**config.mk**
```make
export PLATFORM = sky130hd
export DESIGN_NAME = smp_uart
export DESIGN_NICKNAME = d
export VERILOG_FILES = /design/src/rtl/smp_pkg.sv /design/src/rtl/smp_fifo.sv /design/src/rtl/smp_bit_timer.sv /design/src/rtl/smp_uart.sv
export VERILOG_INCLUDE_DIRS = /design/src /design/src/rtl
export SDC_FILE = /design/constraint.sdc
export NUM_CORES = 1
export LEC_CHECK = 0
export BUFFER_PORTS_ARGS = -buffer_cell sky130_fd_sc_hd__buf_2
export CORE_MARGIN = 2
export CORE_UTILIZATION = 61
export CTS_CLUSTER_DIAMETER = 200
export DETAILED_ROUTE_END_ITERATION = 10
export HOLD_SLACK_MARGIN = 0.06
export PLACE_DENSITY = 0.8
export SETUP_SLACK_MARGIN = 0.05
export SLEW_MARGIN = 5
export SYNTH_ARGS = -nofsm -noshare
export SYNTH_HDL_FRONTEND = slang
export SYNTH_SLANG_ARGS = --single-unit
```
**constraint.sdc**
```tcl
create_clock -name sys_clk -period 4.05 [get_ports sys_clk]
set_input_delay 0.81 -clock sys_clk [delete_from_list [all_inputs] [get_ports sys_clk]]
set_output_delay 0.81 -clock sys_clk [all_outputs]
set_load 0.05 [all_outputs]
```
**src/rtl/smp_defs.svh**
```systemverilog
// Purpose: Shared constants of the serial port: addresses, bit fields, reset values.
// Assumes: Included by bare name from every design file that needs it.
// Notes on behaviour
// - Control top bit picks 8- or 9-bit frames
// - 8-bit frame: start, eight data LSB first, stop
// - 9-bit frame: start, eight data, ninth, stop
// - Buffer write starts transmission of the byte
// - Transmit-done set at start of stop bit
// - Receiver accepts characters only while enabled
// - 8-bit load needs done clear, stop checked only with match check on
// - Load stores byte, ninth bit, sets flag
// - Overrun keeps first byte, drops the later
// - Ninth transmit bit sent only in 9-bit mode
// - 9-bit: ninth bit stored, stop bit ignored
// - Either done flag requests an enabled interrupt
// - Receive-done set when stop bit is sampled
// - Done flags cleared only by software writes
// - Control bit 6 reads one, ignores writes
// - Writes reach transmitter, reads return receive latch
// - Bit clock is timer overflow rate halved
// - Start edge forces receive timer reload
`ifndef SMP_DEFS_SVH
`define SMP_DEFS_SVH

// ==========================================================
// Register addresses
`define SMP_ADDR_CTRL      8'h98
`define SMP_ADDR_BUF       8'h99

// ==========================================================
// Control register fields and reset value
`define SMP_CTRL_MODE      7
`define SMP_CTRL_ONE       6
`define SMP_CTRL_MCE       5
`define SMP_CTRL_REN       4
`define SMP_CTRL_TB8       3
`define SMP_CTRL_RB8       2
`define SMP_CTRL_TI        1
`define SMP_CTRL_RI        0
`define SMP_CTRL_RESET     8'h40

// ==========================================================
// Frame and buffering figures
`define SMP_DATA_BITS      8
`define SMP_TX_FIFO_DEPTH  8

`endif

```
**src/rtl/smp_pkg.sv**
```systemverilog
// Purpose: Types shared by the serial port design.
// Assumes: Constants live in smp_defs.svh.
// Notes: One-hot state codes are written out.
`default_nettype none

package smp_pkg;

  // ==========================================================
  // Transmit sequencer
  typedef enum logic [5:0] {
    SMP_TX_IDLE  = 6'h01,
    SMP_TX_WAIT  = 6'h02,
    SMP_TX_START = 6'h04,
    SMP_TX_DATA  = 6'h08,
    SMP_TX_NINTH = 6'h10,
    SMP_TX_STOP  = 6'h20
  } smp_tx_state_t;

  // ==========================================================
  // Receive sequencer
  typedef enum logic [4:0] {
    SMP_RX_IDLE  = 5'h01,
    SMP_RX_START = 5'h02,
    SMP_RX_DATA  = 5'h04,
    SMP_RX_NINTH = 5'h08,
    SMP_RX_STOP  = 5'h10
  } smp_rx_state_t;

endpackage

`default_nettype wire

```
**src/rtl/smp_fifo.sv**
```systemverilog
// Purpose: Small FIFO with a registered output word.
// Assumes: Single clock, synchronous reset, clock enable freezes all state.
// Notes: Holds DEPTH words in memory plus one in the output register.
`default_nettype none

module smp_fifo #(
  parameter int WIDTH = 8,
  parameter int DEPTH = 8
) (
  // Clock and reset
  input  wire logic             sys_clk,
  input  wire logic             rst,
  input  wire logic             ce,
  // Filling side
  input  wire logic             in_valid,
  output logic                  in_ready,
  input  wire logic [WIDTH-1:0] in_data,
  // Draining side
  output logic                  out_valid,
  input  wire logic             out_ready,
  output logic      [WIDTH-1:0] out_data
);

  localparam int AW = (DEPTH > 1) ? $clog2(DEPTH) : 1;

  logic [WIDTH-1:0] mem [DEPTH];
  logic [AW-1:0]    wr_ptr;
  logic [AW-1:0]    rd_ptr;
  logic [AW:0]      count;
  wire              push;
  wire              pop;
  wire              mem_empty;

  assign mem_empty = (count == '0);
  // Count is one bit wider than the pointers, so a full store is DEPTH exactly
  assign in_ready  = (count != (AW+1)'(DEPTH));
  assign push      = in_valid && in_ready;
  // Refill the output register whenever it is free or being taken
  assign pop       = !mem_empty && (!out_valid || out_ready);

  always_ff @(posedge sys_clk) begin
    if (push && ce) begin
      mem[wr_ptr] <= in_data;
    end
  end

  always_ff @(posedge sys_clk) begin
    if (rst) begin
      wr_ptr    <= '0;
      rd_ptr    <= '0;
      count     <= '0;
      out_valid <= 1'b0;
      out_data  <= '0;
    end else if (ce) begin
      if (push) begin
        wr_ptr <= (wr_ptr == AW'(DEPTH - 1)) ? '0 : wr_ptr + 1'b1;
      end
      if (pop) begin
        rd_ptr   <= (rd_ptr == AW'(DEPTH - 1)) ? '0 : rd_ptr + 1'b1;
        out_data <= mem[rd_ptr];
      end
      count <= count + (AW+1)'(push) - (AW+1)'(pop);
      if (pop) begin
        out_valid <= 1'b1;
      end else if (out_ready) begin
        out_valid <= 1'b0;
      end
    end
  end

endmodule // smp_fifo

`default_nettype wire

```
**src/rtl/smp_bit_timer.sv**
```systemverilog
// Purpose: Reload counter whose overflows, halved, give the bit clock.
// Assumes: tick is a one-cycle enable at the timer clock rate.
// Notes: A forced reload also phases the halving so the first bit tick
//        comes one overflow later, half a bit time.
`default_nettype none

module smp_bit_timer #(
  parameter int W = 8
) (
  // Clock and reset
  input  wire logic         sys_clk,
  input  wire logic         rst,
  input  wire logic         ce,
  // Timer controls
  input  wire logic         tick,
  input  wire logic [W-1:0] reload_value,
  input  wire logic         force_reload,
  // Result
  output logic              overflow,
  output logic              bit_tick
);

  logic [W-1:0] count;
  logic         half;

  assign overflow = tick && (count == {W{1'b1}});
  assign bit_tick = overflow && half;

  always_ff @(posedge sys_clk) begin
    if (rst) begin
      count <= '0;
      half  <= 1'b0;
    end else if (ce) begin
      if (force_reload) begin
        count <= reload_value;
        half  <= 1'b1;
      end else if (overflow) begin
        count <= reload_value;
        half  <= !half;
      end else if (tick) begin
        count <= count + 1'b1;
      end
    end
  end

endmodule // smp_bit_timer

`default_nettype wire

```
**src/rtl/smp_uart.sv**
```systemverilog
// Purpose: Serial port with 8/9-bit frames and address filtering on receive.
// Assumes: Register access by an 8-bit special-register strobe bus; the
//          timer clock enable and its reload value come from outside.
// Notes: Transmit bytes queue in a FIFO; its ready is a port so the writer
//        can hold off instead of losing a byte.
`include "smp_defs.svh"
`default_nettype none

module smp_uart #(
  parameter int TX_FIFO_DEPTH = `SMP_TX_FIFO_DEPTH
) (
  // Clock, reset, enable
  input  wire logic       sys_clk,
  input  wire logic       rst,
  input  wire logic       ce,
  // Register bus
  input  wire logic [7:0] sfr_addr,
  input  wire logic       sfr_wr,
  input  wire logic       sfr_rd,
  input  wire logic [7:0] sfr_wdata,
  output logic      [7:0] sfr_rdata,
  output logic            tx_buffer_ready,
  // Baud timer inputs
  input  wire logic       timer_tick,
  input  wire logic       timer_run,
  input  wire logic [7:0] baud_reload_value,
  // Interrupt request
  input  wire logic       irq_enable,
  output logic            serial_irq_req,
  // Serial pins
  input  wire logic       serial_in_pin,
  output logic            serial_out_pin
);

  // ==========================================================
  // Control register state
  logic       frame_format_select;
  logic       match_check_enable;
  logic       receive_enable_bit;
  logic       tx_ninth_bit;
  logic       rx_ninth_bit;
  logic       tx_done_flag;
  logic       rx_done_flag;
  logic [7:0] rx_latch;

  wire        wr_ctrl;
  wire        wr_buf;
  wire        rd_ctrl;
  wire        rd_buf;
  wire  [7:0] ctrl_view;
  wire  [7:0] read_mux;

  // ==========================================================
  // Register decode
  assign wr_ctrl = sfr_wr && (sfr_addr == `SMP_ADDR_CTRL);
  assign wr_buf  = sfr_wr && (sfr_addr == `SMP_ADDR_BUF);
  assign rd_ctrl = sfr_rd && (sfr_addr == `SMP_ADDR_CTRL);
  assign rd_buf  = sfr_rd && (sfr_addr == `SMP_ADDR_BUF);

  assign ctrl_view = {frame_format_select,
                      1'b1,
                      match_check_enable,
                      receive_enable_bit,
                      tx_ninth_bit,
                      rx_ninth_bit,
                      tx_done_flag,
                      rx_done_flag};

  // Transmit register is write-only; buffer reads see the receive latch
  assign read_mux = rd_ctrl ? ctrl_view :
                    rd_buf  ? rx_latch  : 8'h00;

  always_ff @(posedge sys_clk) begin
    if (rst) begin
      sfr_rdata <= 8'h00;
    end else if (ce && sfr_rd) begin
      sfr_rdata <= read_mux;
    end
  end

  // ==========================================================
  // Transmit FIFO
  logic       txq_valid;
  logic       txq_ready;
  logic [7:0] txq_data;

  smp_fifo #(
    .WIDTH (`SMP_DATA_BITS),
    .DEPTH (TX_FIFO_DEPTH)
  ) u_tx_fifo (
    .sys_clk   (sys_clk),
    .rst       (rst),
    .ce        (ce),
    .in_valid  (wr_buf),
    .in_ready  (tx_buffer_ready),
    .in_data   (sfr_wdata),
    .out_valid (txq_valid),
    .out_ready (txq_ready),
    .out_data  (txq_data)
  );

  // ==========================================================
  // Bit timers
  wire timer_step;
  wire tx_bit_tick;
  wire rx_bit_tick;
  wire rx_force_reload;

  assign timer_step = timer_run && timer_tick;

  // Transmit timer runs free; its phase is never disturbed by receive
  smp_bit_timer #(
    .W (8)
  ) u_tx_timer (
    .sys_clk      (sys_clk),
    .rst          (rst),
    .ce           (ce),
    .tick         (timer_step),
    .reload_value (baud_reload_value),
    .force_reload (1'b0),
    .overflow     (),
    .bit_tick     (tx_bit_tick)
  );

  smp_bit_timer #(
    .W (8)
  ) u_rx_timer (
    .sys_clk      (sys_clk),
    .rst          (rst),
    .ce           (ce),
    .tick         (timer_step),
    .reload_value (baud_reload_value),
    .force_reload (rx_force_reload),
    .overflow     (),
    .bit_tick     (rx_bit_tick)
  );

  // ==========================================================
  // Transmitter
  smp_pkg::smp_tx_state_t tx_state;
  smp_pkg::smp_tx_state_t next_tx_state;
  logic [7:0]             tx_shift;
  logic                   tx_ninth_latched;
  logic [2:0]             tx_count;
  wire                    tx_done_set;
  wire                    tx_take;

  assign txq_ready = (tx_state == smp_pkg::SMP_TX_IDLE);
  assign tx_take   = txq_ready && txq_valid;

  // Last data bit ends: ninth bit in 9-bit frames, else stop bit begins
  always_comb begin
    next_tx_state = tx_state;
    unique case (tx_state)
      smp_pkg::SMP_TX_IDLE: begin
        if (tx_take) begin
          next_tx_state = smp_pkg::SMP_TX_WAIT;
        end
      end
      smp_pkg::SMP_TX_WAIT: begin
        if (tx_bit_tick) begin
          next_tx_state = smp_pkg::SMP_TX_START;
        end
      end
      smp_pkg::SMP_TX_START: begin
        if (tx_bit_tick) begin
          next_tx_state = smp_pkg::SMP_TX_DATA;
        end
      end
      smp_pkg::SMP_TX_DATA: begin
        if (tx_bit_tick && (tx_count == 3'h7)) begin
          next_tx_state = frame_format_select ? smp_pkg::SMP_TX_NINTH
                                              : smp_pkg::SMP_TX_STOP;
        end
      end
      smp_pkg::SMP_TX_NINTH: begin
        if (tx_bit_tick) begin
          next_tx_state = smp_pkg::SMP_TX_STOP;
        end
      end
      smp_pkg::SMP_TX_STOP: begin
        if (tx_bit_tick) begin
          next_tx_state = smp_pkg::SMP_TX_IDLE;
        end
      end
      default: begin
        next_tx_state = smp_pkg::SMP_TX_IDLE;
      end
    endcase
  end

  // Flag rises as the stop bit goes out, in both frame modes
  assign tx_done_set = tx_bit_tick && (next_tx_state == smp_pkg::SMP_TX_STOP)
                       && (tx_state != smp_pkg::SMP_TX_STOP);

  always_ff @(posedge sys_clk) begin
    if (rst) begin
      tx_state         <= smp_pkg::SMP_TX_IDLE;
      tx_shift         <= 8'h00;
      tx_ninth_latched <= 1'b0;
      tx_count         <= 3'h0;
      serial_out_pin   <= 1'b1;
    end else if (ce) begin
      tx_state <= next_tx_state;
      if (tx_take) begin
        tx_shift         <= txq_data;
        tx_ninth_latched <= tx_ninth_bit;
        tx_count         <= 3'h0;
      end else if (tx_bit_tick) begin
        unique case (tx_state)
          smp_pkg::SMP_TX_WAIT: begin
            serial_out_pin <= 1'b0;
          end
          smp_pkg::SMP_TX_START: begin
            serial_out_pin <= tx_shift[0];
            tx_shift       <= {1'b0, tx_shift[7:1]};
          end
          smp_pkg::SMP_TX_DATA: begin
            tx_count <= tx_count + 3'h1;
            if (tx_count == 3'h7) begin
              serial_out_pin <= frame_format_select ? tx_ninth_latched : 1'b1;
            end else begin
              serial_out_pin <= tx_shift[0];
              tx_shift       <= {1'b0, tx_shift[7:1]};
            end
          end
          smp_pkg::SMP_TX_NINTH: begin
            serial_out_pin <= 1'b1;
          end
          default: begin
            serial_out_pin <= 1'b1;
          end
        endcase
      end
    end
  end

  // ==========================================================
  // Receive pin synchroniser
  logic rx_meta;
  logic rx_sync;
  logic rx_prev;

  always_ff @(posedge sys_clk) begin
    if (rst) begin
      rx_meta <= 1'b1;
      rx_sync <= 1'b1;
      rx_prev <= 1'b1;
    end else if (ce) begin
      rx_meta <= serial_in_pin;
      rx_sync <= rx_meta;
      rx_prev <= rx_sync;
    end
  end

  // ==========================================================
  // Receiver
  smp_pkg::smp_rx_state_t rx_state;
  smp_pkg::smp_rx_state_t next_rx_state;
  logic [7:0]             rx_shift;
  logic                   rx_ninth_sampled;
  logic [2:0]             rx_count;
  wire                    rx_start_edge;
  wire                    rx_check_bit;
  wire                    rx_load;

  // Falling edge while idle and enabled marks a start condition
  assign rx_start_edge   = (rx_state == smp_pkg::SMP_RX_IDLE) && receive_enable_bit
                           && rx_prev && !rx_sync;
  assign rx_force_reload = rx_start_edge;

  // Timer phased so every bit tick lands mid-bit after the edge
  always_comb begin
    next_rx_state = rx_state;
    unique case (rx_state)
      smp_pkg::SMP_RX_IDLE: begin
        if (rx_start_edge) begin
          next_rx_state = smp_pkg::SMP_RX_START;
        end
      end
      smp_pkg::SMP_RX_START: begin
        if (rx_bit_tick) begin
          // A glitch that is high again at mid-start is not a frame
          next_rx_state = rx_sync ? smp_pkg::SMP_RX_IDLE : smp_pkg::SMP_RX_DATA;
        end
      end
      smp_pkg::SMP_RX_DATA: begin
        if (rx_bit_tick && (rx_count == 3'h7)) begin
          next_rx_state = frame_format_select ? smp_pkg::SMP_RX_NINTH
                                              : smp_pkg::SMP_RX_STOP;
        end
      end
      smp_pkg::SMP_RX_NINTH: begin
        if (rx_bit_tick) begin
          next_rx_state = smp_pkg::SMP_RX_STOP;
        end
      end
      smp_pkg::SMP_RX_STOP: begin
        if (rx_bit_tick) begin
          next_rx_state = smp_pkg::SMP_RX_IDLE;
        end
      end
      default: begin
        next_rx_state = smp_pkg::SMP_RX_IDLE;
      end
    endcase
  end

  // Ninth bit in 9-bit mode, stop bit in 8-bit mode
  assign rx_check_bit = frame_format_select ? rx_ninth_sampled : rx_sync;

  // A full latch blocks the load, so the first byte survives overrun
  assign rx_load = (rx_state == smp_pkg::SMP_RX_STOP) && rx_bit_tick
                   && !rx_done_flag
                   && (!match_check_enable || rx_check_bit);

  always_ff @(posedge sys_clk) begin
    if (rst) begin
      rx_state         <= smp_pkg::SMP_RX_IDLE;
      rx_shift         <= 8'h00;
      rx_ninth_sampled <= 1'b0;
      rx_count         <= 3'h0;
    end else if (ce) begin
      rx_state <= next_rx_state;
      if (rx_start_edge) begin
        rx_count <= 3'h0;
      end else if (rx_bit_tick) begin
        if (rx_state == smp_pkg::SMP_RX_DATA) begin
          rx_shift <= {rx_sync, rx_shift[7:1]};
          rx_count <= rx_count + 3'h1;
        end
        if (rx_state == smp_pkg::SMP_RX_NINTH) begin
          rx_ninth_sampled <= rx_sync;
        end
      end
    end
  end

  always_ff @(posedge sys_clk) begin
    if (rst) begin
      rx_latch <= 8'h00;
    end else if (ce && rx_load) begin
      rx_latch <= rx_shift;
    end
  end

  // ==========================================================
  // Control register
  // Hardware sets win over a software clear in the same cycle
  always_ff @(posedge sys_clk) begin
    if (rst) begin
      frame_format_select <= 1'((`SMP_CTRL_RESET >> `SMP_CTRL_MODE) & 8'h01);
      match_check_enable  <= 1'b0;
      receive_enable_bit  <= 1'b0;
      tx_ninth_bit        <= 1'b0;
      rx_ninth_bit        <= 1'b0;
      tx_done_flag        <= 1'b0;
      rx_done_flag        <= 1'b0;
    end else if (ce) begin
      if (wr_ctrl) begin
        frame_format_select <= sfr_wdata[`SMP_CTRL_MODE];
        match_check_enable  <= sfr_wdata[`SMP_CTRL_MCE];
        receive_enable_bit  <= sfr_wdata[`SMP_CTRL_REN];
        tx_ninth_bit        <= sfr_wdata[`SMP_CTRL_TB8];
      end
      if (rx_load) begin
        rx_ninth_bit <= rx_check_bit;
      end else if (wr_ctrl) begin
        rx_ninth_bit <= sfr_wdata[`SMP_CTRL_RB8];
      end
      // Only a register write lowers these flags
      if (tx_done_set) begin
        tx_done_flag <= 1'b1;
      end else if (wr_ctrl) begin
        tx_done_flag <= sfr_wdata[`SMP_CTRL_TI];
      end
      if (rx_load) begin
        rx_done_flag <= 1'b1;
      end else if (wr_ctrl) begin
        rx_done_flag <= sfr_wdata[`SMP_CTRL_RI];
      end
    end
  end

  // ==========================================================
  // Interrupt request
  // Level request; the interrupt controller handles vectoring
  assign serial_irq_req = irq_enable && (tx_done_flag || rx_done_flag);

endmodule // smp_uart

`default_nettype wire

```
## Word level (Yosys, flattened, before mapping)

Memory sizes are Yosys's and may differ from the RTL's. A register that Yosys moved wholly into a read port is not among the register bits.
Cells that the tools add are included.

- Flip-flop bits (word level): 91
- Latch bits: 0
- Bits in writable memories: 64
- Bits in read-only memories: 0
- Input port bits: 33
- Output and inout bits: 11
- Logic and storage cells: 185
- Memories kept: 1

- $add $sub $neg: 8
- Multiply operators: 0
- Div/mod/pow operators: 0
- $lt $le $gt $ge: 0
- Eq/ne operators: 28
- Shifts and indexed selects: 0
- Muxes and demuxes: 51
- Bitwise gates (word level): 2
- Reductions and logical operators: 66

Memory list:

| name | depth | bits a word | read ports | clocked after memory_dff | write ports | RTL line | RTL |
|---|---|---|---|---|---|---|---|
| u_tx_fifo.mem | 8 | 8 | 1 | 1 | 1 | smp_fifo.sv:26 | `logic [WIDTH-1:0] mem [DEPTH];` |

Operators with widths:

| cell | number |
|---|---|
| two-way mux 8 bit | 10 |
| two-way mux 6 bit | 7 |
| one-hot mux 6 bit (6 select lines) | 1 |
| == test 8 bit, second input constant | 4 |
| two-way mux 5 bit | 6 |
| two-way mux 3 bit | 9 |
| logical AND 1 bit | 26 |
| one-hot mux 5 bit (5 select lines) | 1 |
| AND reduction 2 bit | 11 |
| nonzero test 2 bit | 9 |
| adder 8 x 1 -> 8 bit, second input constant | 2 |
| one-hot mux 8 bit (2 select lines) | 1 |
| two-way mux 1 bit | 15 |
| adder 3 x 1 -> 3 bit, second input constant | 4 |
| == test 3 bit, second input constant | 4 |
| == test 6 bit, second input constant | 2 |
| AND reduction 4 bit | 3 |
| != test 2 bit, second input constant | 5 |
| AND reduction 3 bit | 3 |
| zero test 1 bit | 7 |
| == test 6 x 1 -> 1 bit, second input constant | 1 |
| == test 6 x 2 -> 1 bit, second input constant | 1 |
| == test 6 x 3 -> 1 bit, second input constant | 1 |
| == test 6 x 4 -> 1 bit, second input constant | 1 |
| 17 further kinds | 21 |

## Longest topological paths before layout

Gate-level depths: netlist of the first run.

- Depth after elaboration: 11
- Mapped depth: 14
- Gate-level depth less buffers: 12

## By module

From an unflattened synthesis of the first run, not the netlist that was laid out.

- Cells, all modules: 724
- Area, all modules: 7781.2 sq um

By module, submodules not included:

| module | times used | cells each | area an instance (sq um) | sequential area each (sq um) |
|---|---|---|---|---|
| smp_fifo | 1 | 212 | 3477.1 | 2302.2 |
| smp_uart | 1 | 370 | 3133.0 | 1241.2 |
| smp_bit_timer | 2 | 71 | 585.6 | 180.2 |

## Worst setup path after synthesis of the first run

No wires, ideal clock.

- Path type: input to register
- From: input port sfr_addr[5]
- To: memory u_tx_fifo.mem[4][0], enable pin
- Setup time: 0.385 ns
- Arrival time: 2.517 ns
- Data required time: 3.665 ns
- Slack: 1.148 ns
- Stages on the path: 6
- Path buffers: 1
- Cell sequence: nor4bb_1 -> and3_1 -> and4_1 -> clkbuf_1 -> nand2b_1 -> nor3b_1

- Cells in the longest elaborated chain, start to end: 6

Ends and longest elaborated chain:

| element | RTL line | RTL |
|---|---|---|
| start: declaration | smp_uart.sv:17 | `input wire logic [7:0] sfr_addr,` |
| == test 8 bit (no source line) | - |  |
| logical AND 1 bit | smp_uart.sv:56 | `` assign wr_buf = sfr_wr && (sfr_addr == `SMP_ADDR_BUF); `` |
| logical AND 1 bit | smp_fifo.sv:37 | `assign push = in_valid && in_ready;` |
| logical AND 1 bit | smp_fifo.sv:42 | `if (push && ce) begin` |
| two-way mux 1 bit | smp_fifo.sv:42 |  |
| two-way mux 1 bit (not written as such) | smp_fifo.sv:43 | `mem[wr_ptr] <= in_data;` |
| end: declaration | smp_fifo.sv:26 |  |

Every way passes these cells.

## Worst setup path after layout of the first run

- From: register tx_state[2]
- To: register u_tx_fifo.count[2]

- Cells in the longest elaborated chain, start to end: 4

Ends and longest elaborated chain:

| element | RTL line | RTL |
|---|---|---|
| start: declaration | smp_uart.sv:140 | `smp_pkg::smp_tx_state_t tx_state;` |
| start signal: assignment | smp_uart.sv:198 | `tx_state <= smp_pkg::SMP_TX_IDLE;` |
| start signal: assignment | smp_uart.sv:204 | `tx_state <= next_tx_state;` |
| == test 6 x 1 -> 1 bit | smp_uart.sv:148 | `assign txq_ready = (tx_state == smp_pkg::SMP_TX_IDLE);` |
| logical OR 1 bit | smp_fifo.sv:39 | `assign pop = !mem_empty && (!out_valid \|\| out_ready);` |
| logical AND 1 bit | smp_fifo.sv:39 |  |
| named net u_tx_fifo.pop | smp_fifo.sv:31 | `wire pop;` |
| subtractor 4 x 1 -> 4 bit | smp_fifo.sv:62 | `count <= count + (AW+1)'(push) - (AW+1)'(pop);` |
| end signal: assignment | smp_fifo.sv:62 |  |
| end: declaration | smp_fifo.sv:29 | `logic [AW:0] count;` |

The timed path passes the listed nets, and every way through them passes these cells.
A chain may end at the register's enable or synchronous reset.

==> results of run 1 <==
==> registers in the layout, indices dropped and copies added (netlist names), 6 cells and up <==
signal / flops
u_tx_fifo.mem: 64
rx_latch: 8
rx_shift: 8
sfr_rdata: 8
tx_shift: 8
u_rx_timer.count: 8
u_tx_fifo.out_data: 8
u_tx_timer.count: 8
tx_state: 6
==> per-stage QoR <==
step,hold slack [ns],power (mW),setup WS [ns]
after global routing,0.485,4.44,0.514
after detailed placement,0.447,2.62,0.812
after floorplan,0.428,2.47,1.15
after CTS,0.463,4.28,0.720
final,0.464,4.27,0.665
after global placement,0.441,2.58,0.962
==> power by group through the flow <==
stage	Sequential, mW	Combinational (mW)	Clock [mW]
floorplan	1.87	0.601	0
global placement	1.93	0.657	0
detailed placement	1.93	0.691	0
CTS	1.90	0.716	1.67
global route	1.91	0.784	1.74
finish	1.90	0.721	1.65
==> placed cells by master, fill, tap and decap left out, drive strengths merged, types with 4 or more instances in the layout <==
master	n
a211oi	20
a21oi	30
a221oi	9
a31oi	4
and2	4
and3	10
buf	56
clkbuf	18
clkinv	4
dfxtp	99
edfxtp	64
ha	16
inv	29
mux2i	60
mux4	16
nand2	39
nand2b	7
nand3	18
nand3b	7
nor2	90
nor3	23
nor3b	7
o211ai	4
o21ai	28
or3	6
xor2	6
==> final timing paths <==
path / from / end / slack (ns) / cells past startpoint
worst max-delay path: tx_state[2] / u_tx_fifo.count[2] / 0.67 / 12
worst min-delay path: sfr_rdata[6] / sfr_rdata[6] / 0.46 / 2
worst max register to register: tx_state[2] / u_tx_fifo.count[2] / 0.67 / 12
worst min register to register: sfr_rdata[6] / sfr_rdata[6] / 0.46 / 2
==> layout make-up <==
| class | instances | area, sq um |
|---|---|---|
| clock inverter | 13 | 175 |
| timing repair buffer | 56 | 313 |
| tap | 147 | 184 |
| inverter | 23 | 86.3 |
| sequential | 163 | 3900 |
| fill | 860 | 3570 |
| multi-input combinational | 462 | 3350 |
| clock buffer | 18 | 429 |
==> worst max-delay path: cells and delay by family, from the launching register on <==
family          cells  cell delay [ns]
simple gates        4             1.29
buf+inv             2             0.15
compound gates      2             0.38
flops               1             0.44
xor+xnor            1             0.14
fa+ha+maj           3             0.85
==> logic make-up (layout without fill, tap and decap cells) <==
group | Yosys count | in the layout | share of synthesized area
buffers and inverters | 65 | 110 | 0.0364
xor gates and xnor gates | 7 | 7 | 0.00815
and+or+nand+nor | 233 | 233 | 0.155
adders and majority gates | 17 | 17 | 0.0293
DFF | 163 | 163 | 0.519
muxes | 79 | 79 | 0.132
AOI/OAI and AO/OA | 126 | 126 | 0.120
==> routing by layer <==
metal	part of all wire	global-route usage
met5	0	0
met4	0.015	0.0731
met3	0.058	0.0580
met2	0.48	0.426
met1	0.44	0.344
==> flow_metrics.tcl, run 1 <==
set metrics [dict create \
    grt_pass1_vias 5219 \
    utilization 0.703 \
    cts_post_setup_buffers_inserted 0 \
    intPower_mw 3.10 \
    start_kind "flop" \
    maxCapViolCount 0 \
    clock_power_share 0.387 \
    sequentialPowerShare 0.444 \
    start_util 0.626 \
    post-dp-hpwl_um 10700 \
    switching_share 0.275 \
    path_class "reg -> reg" \
    antenna_found_initial 0 \
    grtUsageTotal 0.258 \
    drive_gt1_frac 0.182 \
    drc 0 \
    hold_buffers 0 \
    ys_ff_latch 163 \
    synth.yosys.seq_area_share 0.519 \
    synthDistinctLibCells 69 \
    dieArea_sq_um 13200 \
    finalSetupTns_ns 0 \
    nNetsFinal 773 \
    syn_to_final_growth_pct 12.2 \
    fin_crit_sh 0.836 \
    p_per_area_nw_per_um2 506 \
    numPlacedInstances 851 \
    rows 40 \
    drt_pass1_iterations 5 \
    drtAntennaViolNets 0 \
    synthFlopType "dfxtp_1" \
    routed_wl_um 16300 \
    worstSetupEndpointType "flop" \
    syn-cell-area_sq_um 7520 \
    path_cells "or4_1 -> or3b_4 -> a22oi_1 -> ha_1 -> inv_1 -> ha_1 -> inv_1 -> fa_1 -> xor2_1 -> nor2_1 -> a21oi_1 -> nor2_1" \
    grt_pass1_wl_um 26500 \
    routed_via_density 6.26 \
    drv_slew 0 \
    tightest_slew_ns 1.11 \
    grt_max_degree 52 \
    critPathMaxFanout 15 \
    cts_root_buf "clkbuf_16" \
    clk_path_buf_depth 2 \
    finalNonFillerCells 882 \
    portBuffers 43 \
    crit_required_ns 4.33 \
    fp.dieH_um 115 \
    grt_overflow 0 \
    hold_path_class "reg -> reg" \
    drtIter0Drc 623 \
    placed_cell_area_sq_um 7840 \
    syn_nets 740 \
    vdd_drop_max_v 0.000366 \
    switchingPower_mw 1.17 \
    slew_headroom 0.261 \
    fin_crit_ns 3.38 \
    numCtsBuffers 17 \
    yosysTopAreaCell "dfxtp_1" \
    synth_warnings 0 \
    crit_slowest_cell "or4_1" \
    post-synth-top-count-cell "dfxtp_1" \
    place.gp.congestion 0.952 \
    synth_commonest_cells "dfxtp_1, nor2_1, edfxtp_1, mux2i_1, nand2_1" \
    fin_skew_ns 0.00670 \
    pwr-share-comb 0.169 \
    postSynthCellCount 690 \
    die_x_um 115 \
    yosysTopAreaCellShare 0.263 \
    setup_viol 0 \
    wl_per_cell_um 18.4 \
    post_cts_resize_count 0 \
    synthTopCellsByArea "dfxtp_1, edfxtp_1, mux2i_1" \
    max_freq_mhz 295 \
    p_leak_nw 3.07 \
    core_area_sq_um 12000 \
    htree_num_levels 4 \
    insertion_delay_ns 0.42 \
    outcome "finished, final reports clean" \
    grt_setup_unrepaired "no" \
    synth_area_per_cell_sq_um 10.9 \
    diodes 0 \
    ios 44 \
    synthArstFlopShare 0 \
    cts_tree "done" \
    hold_viol 0 \
    worstPathArrival_ns 3.66 \
    synth_edf_count 64 \
    dr_total_vias 5524 \
    fin_area_sq_um 8440 \
    clock_sinks 163 \
    max_stage_delay_ns 0.70 \
    path_clk_slew_ns 0.07 \
]
No activity file was read; power rests on OpenSTA's default activity.
==> inputs of run 2 (changes only) <==
CORE_UTILIZATION = 55   (was 61)
PLACE_DENSITY = 0.76   (was 0.8)
clock period = 3 ns   (was 4.05 ns; I/O delays follow)
==> run 2 against run 1 <==
Combinational power rose by 47%; fmax rose by 19%; first-iteration DRC count fell by 23%; final cell count rose by 5.0%; worst setup slack got worse by 0.52 ns; clock-buffer cell count fell by 1; die area rose by 11%; global-route usage fell by 2.6 points; routed wire length fell by 1.3%; total power rose by 34%; clock power rose by 31%; flip-flop and latch count did not move.
==> flow_metrics.tcl, run 2 (same netlist as run 1, synthesis figures left out) <==
set metrics [dict create \
    slew_headroom 0.445 \
    placed_cell_area_sq_um 7980 \
    clk_path_buf_depth 2 \
    outcome "finished, final reports clean" \
    grt_max_degree 87 \
    routed_wl_um 16100 \
    portBuffers 43 \
    finalSetupTns_ns 0 \
    dr_total_vias 5554 \
    final_common_cell "dfxtp_1" \
    numCtsBuffers 17 \
    largest_reg_flops 64 \
    place.gp.congestion 0.874 \
    diodes 0 \
    rr_worst_depth 12 \
    clock_sinks 163 \
    die_x_um 121 \
    worstPathArrival_ns 3.17 \
    max_freq_mhz 351 \
    start_kind "flop" \
    fin_area_sq_um 8600 \
    seq_area_sq_um 3900 \
    regMostFlops "u_tx_fifo.mem" \
    rrSetupSlack_ns 0.15 \
    antenna_found_initial 0 \
    cts_root_buf "clkbuf_16" \
    ios 44 \
    fin_crit_ns 2.85 \
    finalNonFillerCells 926 \
    final_cell_mix "dfxtp_1, nor2_1, edfxtp_1" \
    drv_slew 0 \
    routed_via_density 6.00 \
    drive_gt1_frac 0.207 \
    fin_skew_ns 0.0117 \
    rows 42 \
    worstSetupEndpointType "flop" \
    setup_viol 0 \
    fp.dieH_um 121 \
    insertion_delay_ns 0.43 \
    critPathMaxFanout 2 \
    grt_pass1_vias 5347 \
    drtAntennaViolNets 0 \
    dieArea_sq_um 14600 \
    htree_num_levels 4 \
    grt_setup_unrepaired "yes" \
    post-dp-hpwl_um 10800 \
    maxCapViolCount 0 \
    grt_overflow 0 \
    cts_tree "done" \
    whs_endpoint "rx_meta" \
    start_util 0.566 \
    multi_input_area_sq_um 3360 \
    nNetsFinal 787 \
    path_class "reg -> reg" \
    p_per_area_nw_per_um2 666 \
    timing.rr.start "tx_state[2]" \
    fin_crit_sh 0.950 \
    grtUsageTotal 0.232 \
    path_clk_slew_ns 0.07 \
    hp-start "serial_in_pin" \
    p_leak_nw 3.14 \
    min_path_cells 3 \
    hold_path_class "in -> reg" \
    drt_pass1_iterations 6 \
    drtIter0Drc 481 \
    drc 0 \
    fillers 962 \
    wl_per_cell_um 17.3 \
    tightest_slew_ns 0.832 \
    syn_to_final_growth_pct 14.3 \
    hold_viol 0 \
    core_area_sq_um 13300 \
    numPlacedInstances 892 \
    crit_required_ns 3.32 \
    reg2reg_to "u_tx_fifo.count[2]" \
    grt_pass1_wl_um 26600 \
    vdd_drop_max_v 0.000443 \
]
[run 2: changes by cell type in the layout (fill, tap and decap cells not counted), sizes merged]
cell,previous run,this run
buf,56,70
inv,29,34
bufinv,3,0
clkbuf,18,17
[run 2: how the worst max path moves through the flow]
stage	start	end	cells past startpoint
global placement	tx_state[2]	u_tx_fifo.count[2]	12
floorplan	tx_state[2]	u_tx_fifo.count[2]	13
CTS	tx_state[2]	u_tx_fifo.count[2]	12
detailed placement	tx_state[2]	u_tx_fifo.count[2]	12
finish	tx_state[2]	u_tx_fifo.count[2]	12
global route	tx_state[2]	u_tx_fifo.count[3]	10
[run 2: worst max-delay path, stage by stage (launching register included)]
cell     delay, ns
dfxtp_1       0.32
or4_4         0.53
or3b_4        0.41
a22oi_2       0.18
ha_1          0.25
inv_1         0.06
ha_2          0.18
inv_1         0.06
fa_2          0.35
xor2_1        0.16
nor2_1        0.06
a21oi_1       0.13
nor2_1        0.05
[run 2: report_power, final]
group | leakage (nW) | switching, mW | internal, mW
Sequential | 1.38 | 0.109 | 2.40
Clock | 0.297 | 1.02 | 1.13
Combinational | 1.47 | 0.588 | 0.474
Total | 3.14 | 1.72 | 4.01
[run 2: stage by stage]
step	utilization	setup slack [ns]	hold slack (ns)	power [mW]
5_1_grt	0.647	0.0399	0.403	5.96
2_1_floorplan	-	0.135	0.428	3.34
3_5_place_dp	0.600	0.0794	0.442	3.57
4_1_cts	0.646	0.0826	0.386	5.76
3_3_place_gp	0.600	0.213	0.441	3.51
6_report	0.647	0.149	0.399	5.73
[run 2: area by class of cell]
type                    count  area share
clock buffers              17      0.0495
clock inverters            15      0.0199
inverters                  23      0.0100
multi-input cells         462       0.391
flip-flops and latches    163       0.454
well taps                 176      0.0256
repair buffers             70      0.0500
[run 2: what timing repair did]
item / CTS / global route
pin swaps: 2 / 3
setup endpoints to repair: 1 / 2
hold buffers: 0 / 0
setup buffers: 1 / 1
gates resized for setup: 1 / 3
[run 2: metal layers]
layer,global-route usage,wire [um]
met5,0,0
met1,0.316,7150
met3,0.0573,973
met2,0.359,7550
met4,0.0887,386
==> inputs of run 3 (changes only) <==
BUFFER_PORTS_ARGS = -buffer_cell sky130_fd_sc_hd__buf_4   (was -buffer_cell sky130_fd_sc_hd__buf_2)
HOLD_SLACK_MARGIN = 0.15   (was 0.06)
==> run 3 against run 2 <==
First-iteration DRC count down 16%; fmax down 0.35%; hold slack better by 0.0035 ns; core utilization up 0.40 points; routed wire length up 1.3%; combinational power about the same; clock power down 6%.
==> flow_metrics.tcl, run 3 (same netlist as run 1, synthesis figures left out) <==
set metrics [dict create \
    finalNonFillerCells 924 \
    numPlacedInstances 891 \
    grt_max_degree 65 \
    fp.dieH_um 121 \
    outcome "finished, final reports clean" \
    start_kind "flop" \
    post-place-ws_ns 0.0188 \
    finalSetupTns_ns 0 \
    grt_setup_unrepaired "yes" \
    grt_pass1_wl_um 26800 \
    final_cell_mix "dfxtp_1, nor2_1, buf_4" \
    crit_required_ns 3.27 \
    post-dp-hpwl_um 10800 \
    max_freq_mhz 350 \
    timing.rr.start "tx_state[2]" \
    fillers 996 \
    worstPathArrival_ns 3.14 \
    place.gp.congestion 0.896 \
    dr_total_vias 5527 \
    p_leak_nw 3.13 \
    slew_headroom 0.443 \
    clk_path_buf_depth 2 \
    hp-start "serial_in_pin" \
    antenna_found_initial 0 \
    drtAntennaViolNets 0 \
    maxUsedRoutingLayer "met4" \
    die_x_um 121 \
    wl_per_cell_um 17.6 \
    largest_reg_flops 64 \
    grt_pass1_vias 5404 \
    drc 0 \
    syn_to_final_growth_pct 15.0 \
    drt_pass1_iterations 5 \
    routed_wl_um 16300 \
    start_util 0.566 \
    met1Wirelength_um 7140 \
    clock_sinks 163 \
    tightest_slew_ns 0.834 \
    fin_ws_ns 0.139 \
    routed_via_density 5.98 \
    fin_crit_ns 2.86 \
    fin_area_sq_um 8650 \
    grt_overflow 0 \
    setup_viol 0 \
    worstSetupEndpointType "flop" \
    fin_skew_ns 0.00597 \
    grtUsageTotal 0.233 \
    multi_input_area_sq_um 3370 \
    maxCapViolCount 0 \
    route.met2.wl_um 7890 \
    vdd_drop_max_v 0.000443 \
    insertion_delay_ns 0.42 \
    dieArea_sq_um 14600 \
    wl_met3_um 1060 \
    final_common_cell "dfxtp_1" \
    drv_slew 0 \
    rows 42 \
    cp-startpoint "tx_state[2]" \
    cts_tree "done" \
    core_area_sq_um 13300 \
    htree_num_levels 4 \
    regMostFlops "u_tx_fifo.mem" \
    drtIter0Drc 402 \
    critPathMaxFanout 2 \
    ios 44 \
    hold_path_class "in -> reg" \
    cts_root_buf "clkbuf_16" \
    portBuffers 43 \
    path_clk_slew_ns 0.06 \
    diodes 0 \
    placed_cell_area_sq_um 8060 \
    p_per_area_nw_per_um2 649 \
    seq_area_sq_um 3900 \
    nNetsFinal 785 \
    path_class "reg -> reg" \
    fin_crit_sh 0.954 \
    hold_viol 0 \
    drive_gt1_frac 0.206 \
    numCtsBuffers 17 \
]
==> run 3: metal layers <==
metal / vias to the layer above / global-route usage
li1: 2633 / -
met1: 2685 / 0.314
met2: 192 / 0.380
met3: 17 / 0.0479
met4: 0 / 0.0683
met5: - / 0
==> run 3: cell type report <==
class	count	share of cell area
sequential	163	0.451
tap	176	0.0254
clock inverter	14	0.0150
clock buffer	18	0.0496
multi-input combinational	462	0.390
timing repair buffer	68	0.0590
inverter	23	0.00998
==> run 3: power by group <==
group	switching, mW	leakage [nW]	internal, mW	total, mW
logic	0.585	1.48	0.489	1.07
clock network	0.885	0.271	1.15	2.03
registers	0.107	1.38	2.40	2.51
==> run 3: worst paths after layout <==
path / endpoint / slack [ns] / depth (start not counted)
worst min-delay path: rx_meta / 0.40 / 3
worst min register to register: tx_ninth_latched / 0.46 / 2
worst max-delay path: u_tx_fifo.count[2] / 0.14 / 12
worst max register to register: u_tx_fifo.count[2] / 0.14 / 12
==> run 3: repair_timing <==
item,CTS,global route
hold buffers,0,0
setup endpoints to repair,1,1
setup buffers,1,0
pin swaps,1,4
gates resized for setup,1,6
==> run 3: metrics by stage <==
| stage | hold slack (ns) | total power [mW] | utilization |
|---|---|---|---|
| after floorplan | 0.428 | 3.34 | - |
| after global placement | 0.438 | 3.52 | 0.607 |
| after detailed placement | 0.449 | 3.58 | 0.607 |
| after CTS | 0.391 | 5.63 | 0.650 |
| after global routing | 0.414 | 5.86 | 0.651 |
| final | 0.402 | 5.62 | 0.651 |
==> run 3: worst max-delay path: stages (launching register included) <==
cell     delay, ns
dfxtp_1       0.31
or4_4         0.53
or3b_4        0.40
a22oi_2       0.17
ha_1          0.26
inv_2         0.07
ha_4          0.13
inv_2         0.04
fa_2          0.34
xor2_1        0.17
nor2_1        0.07
a21oi_1       0.16
nor2_1        0.06
